### src/core/pgdec_defines.svh
// Constants for the paging message character decoder.
// Assumes inclusion by bare name from core files.
`ifndef PGDEC_DEFINES_SVH
`define PGDEC_DEFINES_SVH
// Register byte offsets
`define PGDEC_CTRL_OFF 12'h000
`define PGDEC_STAT_OFF 12'h004
`define PGDEC_IN_OFF 12'h008
`define PGDEC_OUT_OFF 12'h00c
`define PGDEC_CNT_OFF 12'h010
// Vector type codes
`define PGDEC_VT_SINSTR 3'h1
`define PGDEC_VT_SHORT 3'h2
`define PGDEC_VT_NUM 3'h3
`define PGDEC_VT_NUMSP 3'h4
`define PGDEC_VT_ALPHA 3'h5
`define PGDEC_VT_NUMNS 3'h7
`define PGDEC_MT_ZERO 2'h0
`define PGDEC_IT_ZERO 3'h0
// Character constants
`define PGDEC_ETX 7'h03
`define PGDEC_SPC 8'h20
`define PGDEC_DIG0 8'h30
`define PGDEC_SPARE 8'h3f
`define PGDEC_CTRL_TOP 7'h1f
`define PGDEC_DEL 7'h7f
`define PGDEC_TEN 4'ha
// Control field positions
`define PGDEC_C_ALPHA 0
`define PGDEC_C_NUM 1
`define PGDEC_C_ANYPH 2
`define PGDEC_C_RATE_LO 3
`define PGDEC_C_RATE_HI 4
// Fragment gap limit: 4 minutes at 100 ns = 2.4e9 cycles
`define PGDEC_GAP_SEC 240
`define PGDEC_CLK_HZ 10000000
`endif

### src/core/pgdec_pkg.sv
// Types for the paging message character decoder.
// Assumes the defines header sits beside it.
package pgdec_pkg;
   // One input character record
   typedef struct packed {
      logic alpha;      // 1: 7-bit code, 0: 4-bit code
      logic [6:0] code; // Received code
   } pgdec_char_t;
   // One output character record
   typedef struct packed {
      logic shown;      // Takes a display position
      logic pad;        // Fill code, not content
      logic [7:0] ch;   // Mapped character
   } pgdec_out_t;
   // Supported rate and modulation combinations
   typedef enum logic [1:0] {
      PGDEC_R1600_2 = 2'b00,
      PGDEC_R3200_2 = 2'b01,
      PGDEC_R3200_4 = 2'b10,
      PGDEC_R6400_4 = 2'b11
   } pgdec_rate_t;
endpackage : pgdec_pkg
### src/core/pgdec_core.sv
// APB slave mapping received character codes to display characters.
// Assumes one 10 MHz clock, asynchronous active-low reset, APB master.
//
// Local design decisions: the APB interface to the registers and the register addresses.
`timescale 1ns/1ps
`default_nettype none
`include "pgdec_defines.svh"

////////////////////////////////////////////////////////////////////////////////
// Function
// - Single-phase or any-phase address matching (no addresses matched; phase mode only gates short instructions)
// - Numeric implies short message type 00
// - Alphanumeric implies numeric and short message
// - Any-phase alphanumeric implies short instruction 000
// - Four rate and modulation combinations
// - Tolerate four minute fragment gaps
// - Seven-bit code, column and row ASCII
// - Unacted controls take no display position
// - Standard numeric set mapping
// - Alternate numeric set mapping
// - End-of-text fills unused positions
module pgdec_core
   import pgdec_pkg::*;
#(
   parameter logic [31:0] GAP_CYCLES = 32'(64'(`PGDEC_GAP_SEC) * `PGDEC_CLK_HZ)
)
(
   input wire logic pclk,
   input wire logic presetn,
   input wire logic psel,
   input wire logic penable,
   input wire logic pwrite,
   input wire logic [11:0] paddr,
   input wire logic [31:0] pwdata,
   output logic [31:0] prdata,
   output logic pready,
   output logic pslverr,
   input wire logic alternate_numeric_set_select,
   input wire logic char_valid,
   input wire pgdec_char_t char_in,
   output logic out_valid,
   output pgdec_out_t out_char,
   output logic frag_expired
);

   ////////////////////////////////////////////////////////////////////////////
   // State declarations
   logic [4:0] ctrl_reg;        // Accepted types, phase mode, rate
   logic [4:0] ctrl_next;
   logic alt_reg;               // Strapped numeric set
   logic alt_next;
   logic strap_done_reg;        // Strap already caught
   logic strap_done_next;
   logic out_valid_reg;
   logic out_valid_next;
   pgdec_out_t out_reg;
   pgdec_out_t out_next;
   logic [15:0] count_reg;      // Characters produced
   logic [15:0] count_next;
   logic [31:0] gap_reg;        // Cycles since last fragment
   logic [31:0] gap_next;
   logic expired_reg;           // Gap ran out, sticky
   logic expired_next;
   logic [31:0] prdata_reg;
   logic [31:0] prdata_next;
   logic pready_reg;
   logic pready_next;
   logic pslverr_reg;
   logic pslverr_next;
   logic [2:0] vt_reg;          // Last vector type probed
   logic [2:0] vt_next;
   logic [2:0] it_reg;          // Last instruction type probed
   logic [2:0] it_next;
   logic [1:0] mt_reg;          // Last message type probed
   logic [1:0] mt_next;
   logic accept_reg;            // Probe verdict
   logic accept_next;

   // Derived control views
   logic cfg_alpha;
   logic cfg_num;
   logic cfg_anyph;
   pgdec_rate_t cfg_rate;
   logic acc_phase;             // APB access taken this edge
   logic sw_char;               // Character written by software
   pgdec_char_t src_char;       // Character to decode now
   logic src_valid;

   assign acc_phase = psel & penable & ~pready_reg;
   assign cfg_alpha = ctrl_reg[`PGDEC_C_ALPHA];
   assign cfg_num = ctrl_reg[`PGDEC_C_NUM] | cfg_alpha;
   assign cfg_anyph = ctrl_reg[`PGDEC_C_ANYPH];
   assign cfg_rate = pgdec_rate_t'(ctrl_reg[`PGDEC_C_RATE_HI:`PGDEC_C_RATE_LO]);
   assign sw_char = acc_phase & pwrite & (paddr == `PGDEC_IN_OFF);
   // Pin stream has priority; software path used when pins idle
   assign src_valid = char_valid | sw_char;
   assign src_char = char_valid ? char_in : pgdec_char_t'(pwdata[7:0]);

   ////////////////////////////////////////////////////////////////////////////
   // Numeric code to display character
   function automatic logic [7:0] pgdec_num_map(input logic [3:0] c, input logic alt);
      logic [7:0] r;
      r = `PGDEC_SPARE;
      if (c < `PGDEC_TEN)
         r = `PGDEC_DIG0 + {4'h0, c};
      else if (alt)
      begin
         unique case (c)
            4'ha: r = 8'h41;
            4'hb: r = 8'h42;
            4'hc: r = `PGDEC_SPC;
            4'hd: r = 8'h43;
            4'he: r = 8'h44;
            default: r = 8'h45;
         endcase
      end
      else
      begin
         unique case (c)
            4'ha: r = `PGDEC_SPARE;
            4'hb: r = 8'h55;
            4'hc: r = `PGDEC_SPC;
            4'hd: r = 8'h2d;
            4'he: r = 8'h5d;
            default: r = 8'h5b;
         endcase
      end
      return r;
   endfunction : pgdec_num_map

   ////////////////////////////////////////////////////////////////////////////
   // Strap capture after reset release
   always_comb
   begin
      alt_next = alt_reg;
      strap_done_next = 1'b1;
      if (!strap_done_reg)
         alt_next = alternate_numeric_set_select;
   end

   always_ff @(posedge pclk or negedge presetn)
   begin
      if (!presetn)
      begin
         alt_reg <= 1'b0;
         strap_done_reg <= 1'b0;
      end
      else
      begin
         alt_reg <= alt_next;
         strap_done_reg <= strap_done_next;
      end
   end

   ////////////////////////////////////////////////////////////////////////////
   // Character decode, one result per cycle
   always_comb
   begin
      out_valid_next = src_valid;
      out_next = out_reg;
      count_next = count_reg;
      if (src_valid)
      begin
         count_next = count_reg + 16'h0001;
         if (src_char.alpha)
         begin
            // Seven bits straight to ASCII column and row
            out_next.ch = {1'b0, src_char.code};
            out_next.pad = (src_char.code == `PGDEC_ETX);
            // Controls and delete keep no display slot but still emit
            out_next.shown = (src_char.code > `PGDEC_CTRL_TOP) &&
                             (src_char.code != `PGDEC_DEL);
         end
         else
         begin
            out_next.ch = pgdec_num_map(src_char.code[3:0], alt_reg);
            out_next.pad = 1'b0;
            out_next.shown = 1'b1;
         end
      end
   end

   always_ff @(posedge pclk or negedge presetn)
   begin
      if (!presetn)
      begin
         out_valid_reg <= 1'b0;
         out_reg <= '0;
         count_reg <= 16'h0000;
      end
      else
      begin
         out_valid_reg <= out_valid_next;
         out_reg <= out_next;
         count_reg <= count_next;
      end
   end

   ////////////////////////////////////////////////////////////////////////////
   // Fragment gap timer; any character restarts it
   always_comb
   begin
      gap_next = gap_reg;
      expired_next = expired_reg;
      if (src_valid)
         gap_next = 32'h0000_0000;
      else if (gap_reg != GAP_CYCLES)
         gap_next = gap_reg + 32'h0000_0001;
      // Set wins over a software clear in the same cycle
      if (acc_phase && pwrite && paddr == `PGDEC_STAT_OFF)
         expired_next = 1'b0;
      if (!src_valid && gap_reg == GAP_CYCLES - 32'h0000_0001)
         expired_next = 1'b1;
   end

   always_ff @(posedge pclk or negedge presetn)
   begin
      if (!presetn)
      begin
         gap_reg <= 32'h0000_0000;
         expired_reg <= 1'b0;
      end
      else
      begin
         gap_reg <= gap_next;
         expired_reg <= expired_next;
      end
   end

   ////////////////////////////////////////////////////////////////////////////
   // Vector acceptance verdict for a probed header
   function automatic logic pgdec_accept(input logic [2:0] vt, input logic [1:0] mt,
                                         input logic [2:0] it);
      logic a;
      a = 1'b0;
      unique case (vt)
         `PGDEC_VT_ALPHA: a = cfg_alpha;
         `PGDEC_VT_NUM, `PGDEC_VT_NUMSP, `PGDEC_VT_NUMNS: a = cfg_num;
         `PGDEC_VT_SHORT: a = cfg_num && (mt == `PGDEC_MT_ZERO);
         `PGDEC_VT_SINSTR: a = cfg_alpha && cfg_anyph && (it == `PGDEC_IT_ZERO);
         default: a = 1'b0;
      endcase
      return a;
   endfunction : pgdec_accept

   ////////////////////////////////////////////////////////////////////////////
   // APB register access, answered one cycle after the access phase starts
   always_comb
   begin
      ctrl_next = ctrl_reg;
      vt_next = vt_reg;
      mt_next = mt_reg;
      it_next = it_reg;
      prdata_next = prdata_reg;
      pready_next = acc_phase;
      pslverr_next = 1'b0;
      if (acc_phase)
      begin
         unique case (paddr)
            `PGDEC_CTRL_OFF:
            begin
               if (pwrite)
                  ctrl_next = pwdata[4:0];
               prdata_next = {27'h0, ctrl_reg};
            end
            `PGDEC_STAT_OFF:
            begin
               // Write 8 bits: vt, mt, it probe fields; read verdict/status
               if (pwrite)
               begin
                  vt_next = pwdata[2:0];
                  mt_next = pwdata[4:3];
                  it_next = pwdata[7:5];
               end
               prdata_next = {27'h0, alt_reg, cfg_rate, accept_reg, expired_reg};
            end
            `PGDEC_IN_OFF: prdata_next = 32'h0000_0000;
            `PGDEC_OUT_OFF: prdata_next = {22'h0, out_reg};
            `PGDEC_CNT_OFF: prdata_next = {16'h0, count_reg};
            default:
            begin
               prdata_next = 32'h0000_0000;
               pslverr_next = 1'b1;
            end
         endcase
      end
      accept_next = pgdec_accept(vt_reg, mt_reg, it_reg);
   end

   always_ff @(posedge pclk or negedge presetn)
   begin
      if (!presetn)
      begin
         ctrl_reg <= 5'h00;
         vt_reg <= 3'h0;
         mt_reg <= 2'h0;
         it_reg <= 3'h0;
         accept_reg <= 1'b0;
         prdata_reg <= 32'h0000_0000;
         pready_reg <= 1'b0;
         pslverr_reg <= 1'b0;
      end
      else
      begin
         ctrl_reg <= ctrl_next;
         vt_reg <= vt_next;
         mt_reg <= mt_next;
         it_reg <= it_next;
         accept_reg <= accept_next;
         prdata_reg <= prdata_next;
         pready_reg <= pready_next;
         pslverr_reg <= pslverr_next;
      end
   end

   // Outputs straight from flip-flops
   assign prdata = prdata_reg;
   assign pready = pready_reg;
   assign pslverr = pslverr_reg;
   assign out_valid = out_valid_reg;
   assign out_char = out_reg;
   assign frag_expired = expired_reg;

endmodule : pgdec_core
`default_nettype wire

### config.mk
export PLATFORM = sky130hd
export DESIGN_NAME = pgdec_core
export DESIGN_NICKNAME = d
export VERILOG_FILES = /design/src/core/pgdec_pkg.sv /design/src/core/pgdec_core.sv
export VERILOG_INCLUDE_DIRS = /design/src /design/src/core
export SDC_FILE = /design/constraint.sdc
export NUM_CORES = 1
export LEC_CHECK = 0
export BUFFER_PORTS_ARGS = -buffer_cell sky130_fd_sc_hd__buf_2
export CAP_MARGIN = 20
export CORE_UTILIZATION = 45
export DETAILED_ROUTE_END_ITERATION = 7
export HOLD_SLACK_MARGIN = 0.12
export PLACE_DENSITY = 0.78
export SLEW_MARGIN = 20
export SYNTH_ARGS = -nofsm -noshare
export SYNTH_HDL_FRONTEND = slang
export SYNTH_SLANG_ARGS = --single-unit
### constraint.sdc
create_clock -name pclk -period 2.7 [get_ports pclk]
set_input_delay 0.81 -clock pclk [delete_from_list [all_inputs] [get_ports pclk]]
set_output_delay 0.81 -clock pclk [all_outputs]
set_load 0.02 [all_outputs]
==> results.toml, run 1 <==
[clocking]
clockBufferDepth = 2
htree_levels = 3
cts_sinks = 93
ctsHoldBuffers = 0
insertion_delay_ns = 0.36
cts_tree = "yes"
clkTransAtPathRegs_ns = 0.09
postCtsSetupBuffers = 0
cts_buffers = 9
postCtsResizedCells = 0
clock-root-buffer = "clkbuf_8"

[synth]
async_flop_share = 1.000
yosysSeqAreaShare = 0.4756
syn_area_um2 = 4893
ys_ff_latch = 93
synth_edf_count = 0
synthFlopType = "dfrtp_1"
syn_inst = 489
synth_top_cell_area_share = 0.4756
yosys-top-cells-area = "dfrtp_1 48%, xor2_1 6.3%, mux2_2 5.8%"
ys_types = 57
ys_warn_count = 0
avgSynthCellArea_um2 = 10.01
yosysTopAreaCell = "dfrtp_1"

[routing]
routedWlPerCell_um = 15.22
via_count = 3879
drt-pass1-iter-count = 5
drt-total-wl_mm = 10.61
postRouteAntennaNets = 0
drtIter0Drc = 253
viasPerCell = 5.565
drc = 0

[cells_and_area]
num_antenna_cells = 0
largest_reg_flops = 32
fill_cells = 937
multi_input_area_um2 = 2372
nets = 618
post-route-util = 0.5372
syn_to_final_growth_pct = 14.34
finish.instance_area_um2 = 5595
fin_cells = 697
drive_above_1_share = 0.2282
seqCellArea_um2 = 2327

[sta]
fin_setup_tns_ns = 0
setup_ws_ns = 0.3032
grt_setup_unrepaired = "false"
clock_skew_ns = 0.01169
fin_crit_ns = 2.397
slew_headroom = 0.5287
hold_violations = 0
finalMaxSlewViolations = 0
fmax_ghz = 0.4172
whs_ns = 0.4221
worst_pin_slew_ns = 0.7005
finalSetupViolCount = 0
period_share = 0.8877

[global_routing]
grt_pass1_vias = 3679
grt_max_degree = 44
overflow = 0
grtUsageTotal = 0.1946
grt_first_pass_wirelength_mm = 17.46
antenna_found_initial = 0

[place]
gp_congestion = 0.8641
dpl-instance-area_um2 = 5371
dp_hpwl_mm = 7.738
io_buffers = 63
place_ws_ns = -0.07412
placed_cells = 681

[die]
die_y_um = 106.3
rows = 37
die_w_um = 106.3
die_area_um2 = 11300
core-area_um2 = 10420
ios = 105
start_util = 0.4698

[status]
status = "completed"

[setup_path]
path_delay_family = "simple AND/OR/NAND/NOR gates"
path_class = "input pin to flip-flop"
endpoint_kind = "flip-flop"
path_depth = 7
worstPathArrival_ns = 2.67
cp.required_ns = 2.98
crit_path_top_delay_cell = "or4_4"
path_max_fanout = 12
critPathLaunchType = "input pin"
rr_endpoint = "gap_reg[1]"
crit_chain = "buf_2 -> or4_4 -> nor4_4 -> a21oi_2 -> buf_12 -> nor4_1 -> xor2_1"
slowest_delay_ns = 0.53
cp_num_buf_inv = 2
rrSetupSlack_ns = 0.58
crit_path_start = "paddr[7]"
critical_path.endpoint = "count_reg[10]"
reg2regPathDepth = 7
r2r_start = "gap_reg[0]"

[power]
leakage_nw = 2.630
power.density_nw_per_um2 = 542.7
peakVddDrop_mv = 0.3118
total_power_mw = 3.037

[worst_hold_path]
worstHoldPathType = "input pin to async pin"

[run]
maxCapViolCount = 0
routing by layer:
metal / global-route usage / share of wire / vias up / wire length, um
li1: - / - / 1865 / -
met1: 0.2623 / 0.46 / 1861 / 4833
met2: 0.3075 / 0.48 / 130 / 5040
met3: 0.03188 / 0.045 / 23 / 478
met4: 0.08929 / 0.024 / 0 / 252
met5: 0 / 0 / - / 0
worst register-to-register path: stages (launching register included):
cell	delay (ns)
dfrtp_1	0.42
inv_1	0.10
ha_1	0.15
nor4b_1	0.23
nand3_1	0.13
nor4_1	0.65
mux2i_1	0.28
nor2_1	0.05
power by group:
part           total (mW)  internal (mW)  switching, mW
clock                1.02          0.545          0.478
combinational       0.408          0.166          0.242
sequential           1.60           1.47          0.130
total                3.04           2.19          0.851
synthesized netlist by cell type, types with 5 or more instances:
| library cell | n |
|---|---|
| and3_1 | 14 |
| and4_1 | 6 |
| nand2_1 | 40 |
| o21ai_0 | 15 |
| a222oi_1 | 5 |
| nand3_1 | 24 |
| buf_4 | 17 |
| mux2_2 | 25 |
| a21oi_1 | 12 |
| a22o_1 | 8 |
| xor2_1 | 35 |
| dfrtp_1 | 93 |
| xnor2_1 | 10 |
| inv_1 | 10 |
| nand4_1 | 22 |
| nor4_1 | 6 |
| clkbuf_1 | 16 |
| nor2_1 | 52 |
| nor4b_1 | 7 |
| nor3_1 | 9 |
layout by cell type (no fill, tap or decap), types with 14 or more instances in the layout:
cell type | Yosys | final
xor2_1 | 35 | 35
nand4_1 | 22 | 22
conb_1 | 2 | 18
mux2_2 | 25 | 25
nand2_1 | 40 | 40
nand3_1 | 24 | 24
dfrtp_1 | 93 | 93
and3_1 | 14 | 14
nor2_1 | 52 | 52
buf_2 | 2 | 62
o21ai_0 | 15 | 15
final cells by class:
| cell class | instances | share of cell area |
|---|---|---|
| inverters | 11 | 0.007379 |
| clock inverters | 6 | 0.01543 |
| clock buffers | 10 | 0.02460 |
| well taps | 136 | 0.03041 |
| repair buffers | 77 | 0.08229 |
| multi-input cells | 364 | 0.4240 |
| flip-flops and latches | 93 | 0.4159 |
cells by family (layout without fill, tap and decap cells):
logic type      after synthesis  in the layout  share of synthesized area
compound gates               62             62                    0.09052
xor+xnor                     45             45                    0.08054
fa+ha+maj                     3              3                   0.007671
buf+inv                      48            104                    0.05190
flops                        93             93                     0.4756
mux                          29             29                    0.06571
other cells                   2             18                   0.001535
simple gates                207            207                     0.2265
worst min-delay path by stage:
| stage | from | end | slack, ns | cells after the start |
|---|---|---|---|---|
| 2_1_floorplan | count_reg[15] | count_reg[15] | 0.44 | 1 |
| 3_3_place_gp | count_reg[15] | count_reg[15] | 0.46 | 1 |
| 3_5_place_dp | prdata[1] | prdata[1] | 0.47 | 2 |
| 4_1_cts | presetn | prdata[4] | 0.44 | 1 |
| 5_1_grt | presetn | count_reg[14] | 0.46 | 1 |
| 6_report | presetn | prdata[14] | 0.42 | 1 |
(Power assumes the default switching activity.)
==> run 2: changes to the inputs <==
--- a/config.mk
+++ b/config.mk
@@ -8,10 +8,10 @@
 export LEC_CHECK = 0
 export BUFFER_PORTS_ARGS = -buffer_cell sky130_fd_sc_hd__buf_2
 export CAP_MARGIN = 20
-export CORE_UTILIZATION = 45
+export CORE_UTILIZATION = 59
 export DETAILED_ROUTE_END_ITERATION = 7
 export HOLD_SLACK_MARGIN = 0.12
-export PLACE_DENSITY = 0.78
+export PLACE_DENSITY = 0.95
 export SLEW_MARGIN = 20
 export SYNTH_ARGS = -nofsm -noshare
 export SYNTH_HDL_FRONTEND = slang
==> run 2 against run 1 <==
  * Cell area fell by 1.2%
  * Via count up 4.4%
  * Register-to-register slack improved by 0.04 ns
  * Sequential cell count unchanged
  * Non-clock buffer count did not move
  * Critical path type unchanged
  * Highest routed layer unchanged
==> results.toml, run 2 (synthesis gave the netlist of run 1 again) <==
[status]
status = "completed"

[die]
ios = 105
die_area_um2 = 8662
die_w_um = 93.07
rows = 32
start_util = 0.6204
core-area_um2 = 7888
die_y_um = 93.07

[worst_hold_path]
worstHoldPathType = "input pin to async pin"

[routing]
drc = 0
drtIter0Drc = 357
routedWlPerCell_um = 16.72
postRouteAntennaNets = 0
drt-total-wl_mm = 11.08
via_count = 4051
drt-pass1-iter-count = 5
viasPerCell = 6.110

[setup_path]
worstPathArrival_ns = 2.66
path_class = "input pin to flip-flop"
endpoint_kind = "flip-flop"
cp.required_ns = 2.99
critPathLaunchType = "input pin"
path_max_fanout = 10

[global_routing]
grt_first_pass_wirelength_mm = 18.19
grt_pass1_vias = 3802
grtUsageTotal = 0.2696
antenna_found_initial = 0
overflow = 0
grt_max_degree = 58

[sta]
slew_headroom = 0.5283
finalSetupViolCount = 0
period_share = 0.8768
worst_pin_slew_ns = 0.7075
grt_setup_unrepaired = "false"
fin_crit_ns = 2.367
setup_ws_ns = 0.3327
finalMaxSlewViolations = 0
fmax_ghz = 0.4224
clock_skew_ns = 0.01047
hold_violations = 0

[clocking]
cts_sinks = 93
insertion_delay_ns = 0.37
clockBufferDepth = 2
clkTransAtPathRegs_ns = 0.09
postCtsSetupBuffers = 0
postCtsResizedCells = 0
cts_tree = "yes"
ctsHoldBuffers = 0
cts_buffers = 9
clock-root-buffer = "clkbuf_8"
htree_levels = 3

[cells_and_area]
post-route-util = 0.7011
num_antenna_cells = 0
final_common_cell = "dfrtp_1"
drive_above_1_share = 0.2246
syn_to_final_growth_pct = 13.01
finish.instance_area_um2 = 5530
largest_reg_flops = 32
nets = 618
final_cell_mix = "93 x dfrtp_1, 62 x buf_2, 52 x nor2_1"

[power]
leakage_nw = 2.622
power.density_nw_per_um2 = 552.1
peakVddDrop_mv = 0.3504

[place]
place_ws_ns = -0.05098
dp_hpwl_mm = 7.775
io_buffers = 63
dpl-instance-area_um2 = 5316
gp_congestion = 0.9901

[run]
maxCapViolCount = 0
[run 2: cell count changes in the layout (fill, tap and decap cells not counted)]
cell	before	now
inv_6	0	2
clkbuf_8	10	9
clkinvlp_4	1	0
clkbuf_1	0	2
clkinv_2	2	1
buf_4	12	13
clkinv_4	1	0
buf_12	3	2
[run 2: layer usage]
metal,global-route usage,wire [um]
met1,0.3626,4690
met4,0.1436,378
met2,0.4161,5382
met3,0.04959,632
met5,0,0
[run 2: through the flow]
| step | instances | TNS (ns) | power [mW] | hold WS [ns] |
|---|---|---|---|---|
| floorplan | 505 | 0 | 1.875 | 0.4425 |
| global placement | 647 | 0 | 2.010 | 0.4581 |
| detailed placement | 647 | -0.09570 | 2.033 | 0.4706 |
| CTS | 663 | 0 | 3.047 | 0.4756 |
| global route | 663 | 0 | 3.174 | 0.4852 |
| finish | 663 | 0 | 3.053 | 0.4746 |
[run 2: worst max-delay path: stages]
cell     delay [ns]
buf_2          0.10
or4_4          0.53
nor4_4         0.33
a21oi_2        0.22
buf_4          0.21
nor3_1         0.27
xor2_1         0.18
[run 2: final timing paths]
path | from | endpoint | slack, ns | depth (start not counted)
max | paddr[7] | count_reg[9] | 0.33 | 7
min | presetn | gap_reg[15] | 0.47 | 1
max reg2reg | gap_reg[0] | gap_reg[1] | 0.62 | 7
min reg2reg | count_reg[15] | count_reg[15] | 0.48 | 1
max in group asynchronous | presetn | ctrl_reg[1] | 1.54 | 2
min in group pclk | count_reg[15] | count_reg[15] | 0.48 | 1
[run 2: power by group]
part	switching [mW]	total, mW	internal (mW)	leakage (nW)
combinational	0.244	0.410	0.166	1.28
sequential	0.142	1.62	1.47	1.23
clock	0.499	1.03	0.528	0.108
total	0.885	3.05	2.17	2.62
[run 2: layout make-up]
cell class | count | area (um2)
Tap cell | 102 | 127.6
Fill cell | 566 | 2357
Clock inverter | 5 | 82.58
Clock buffer | 11 | 131.4
Multi-Input combinational cell | 364 | 2372
Sequential cell | 93 | 2327
Inverter | 11 | 41.29
Timing Repair Buffer | 77 | 447.9
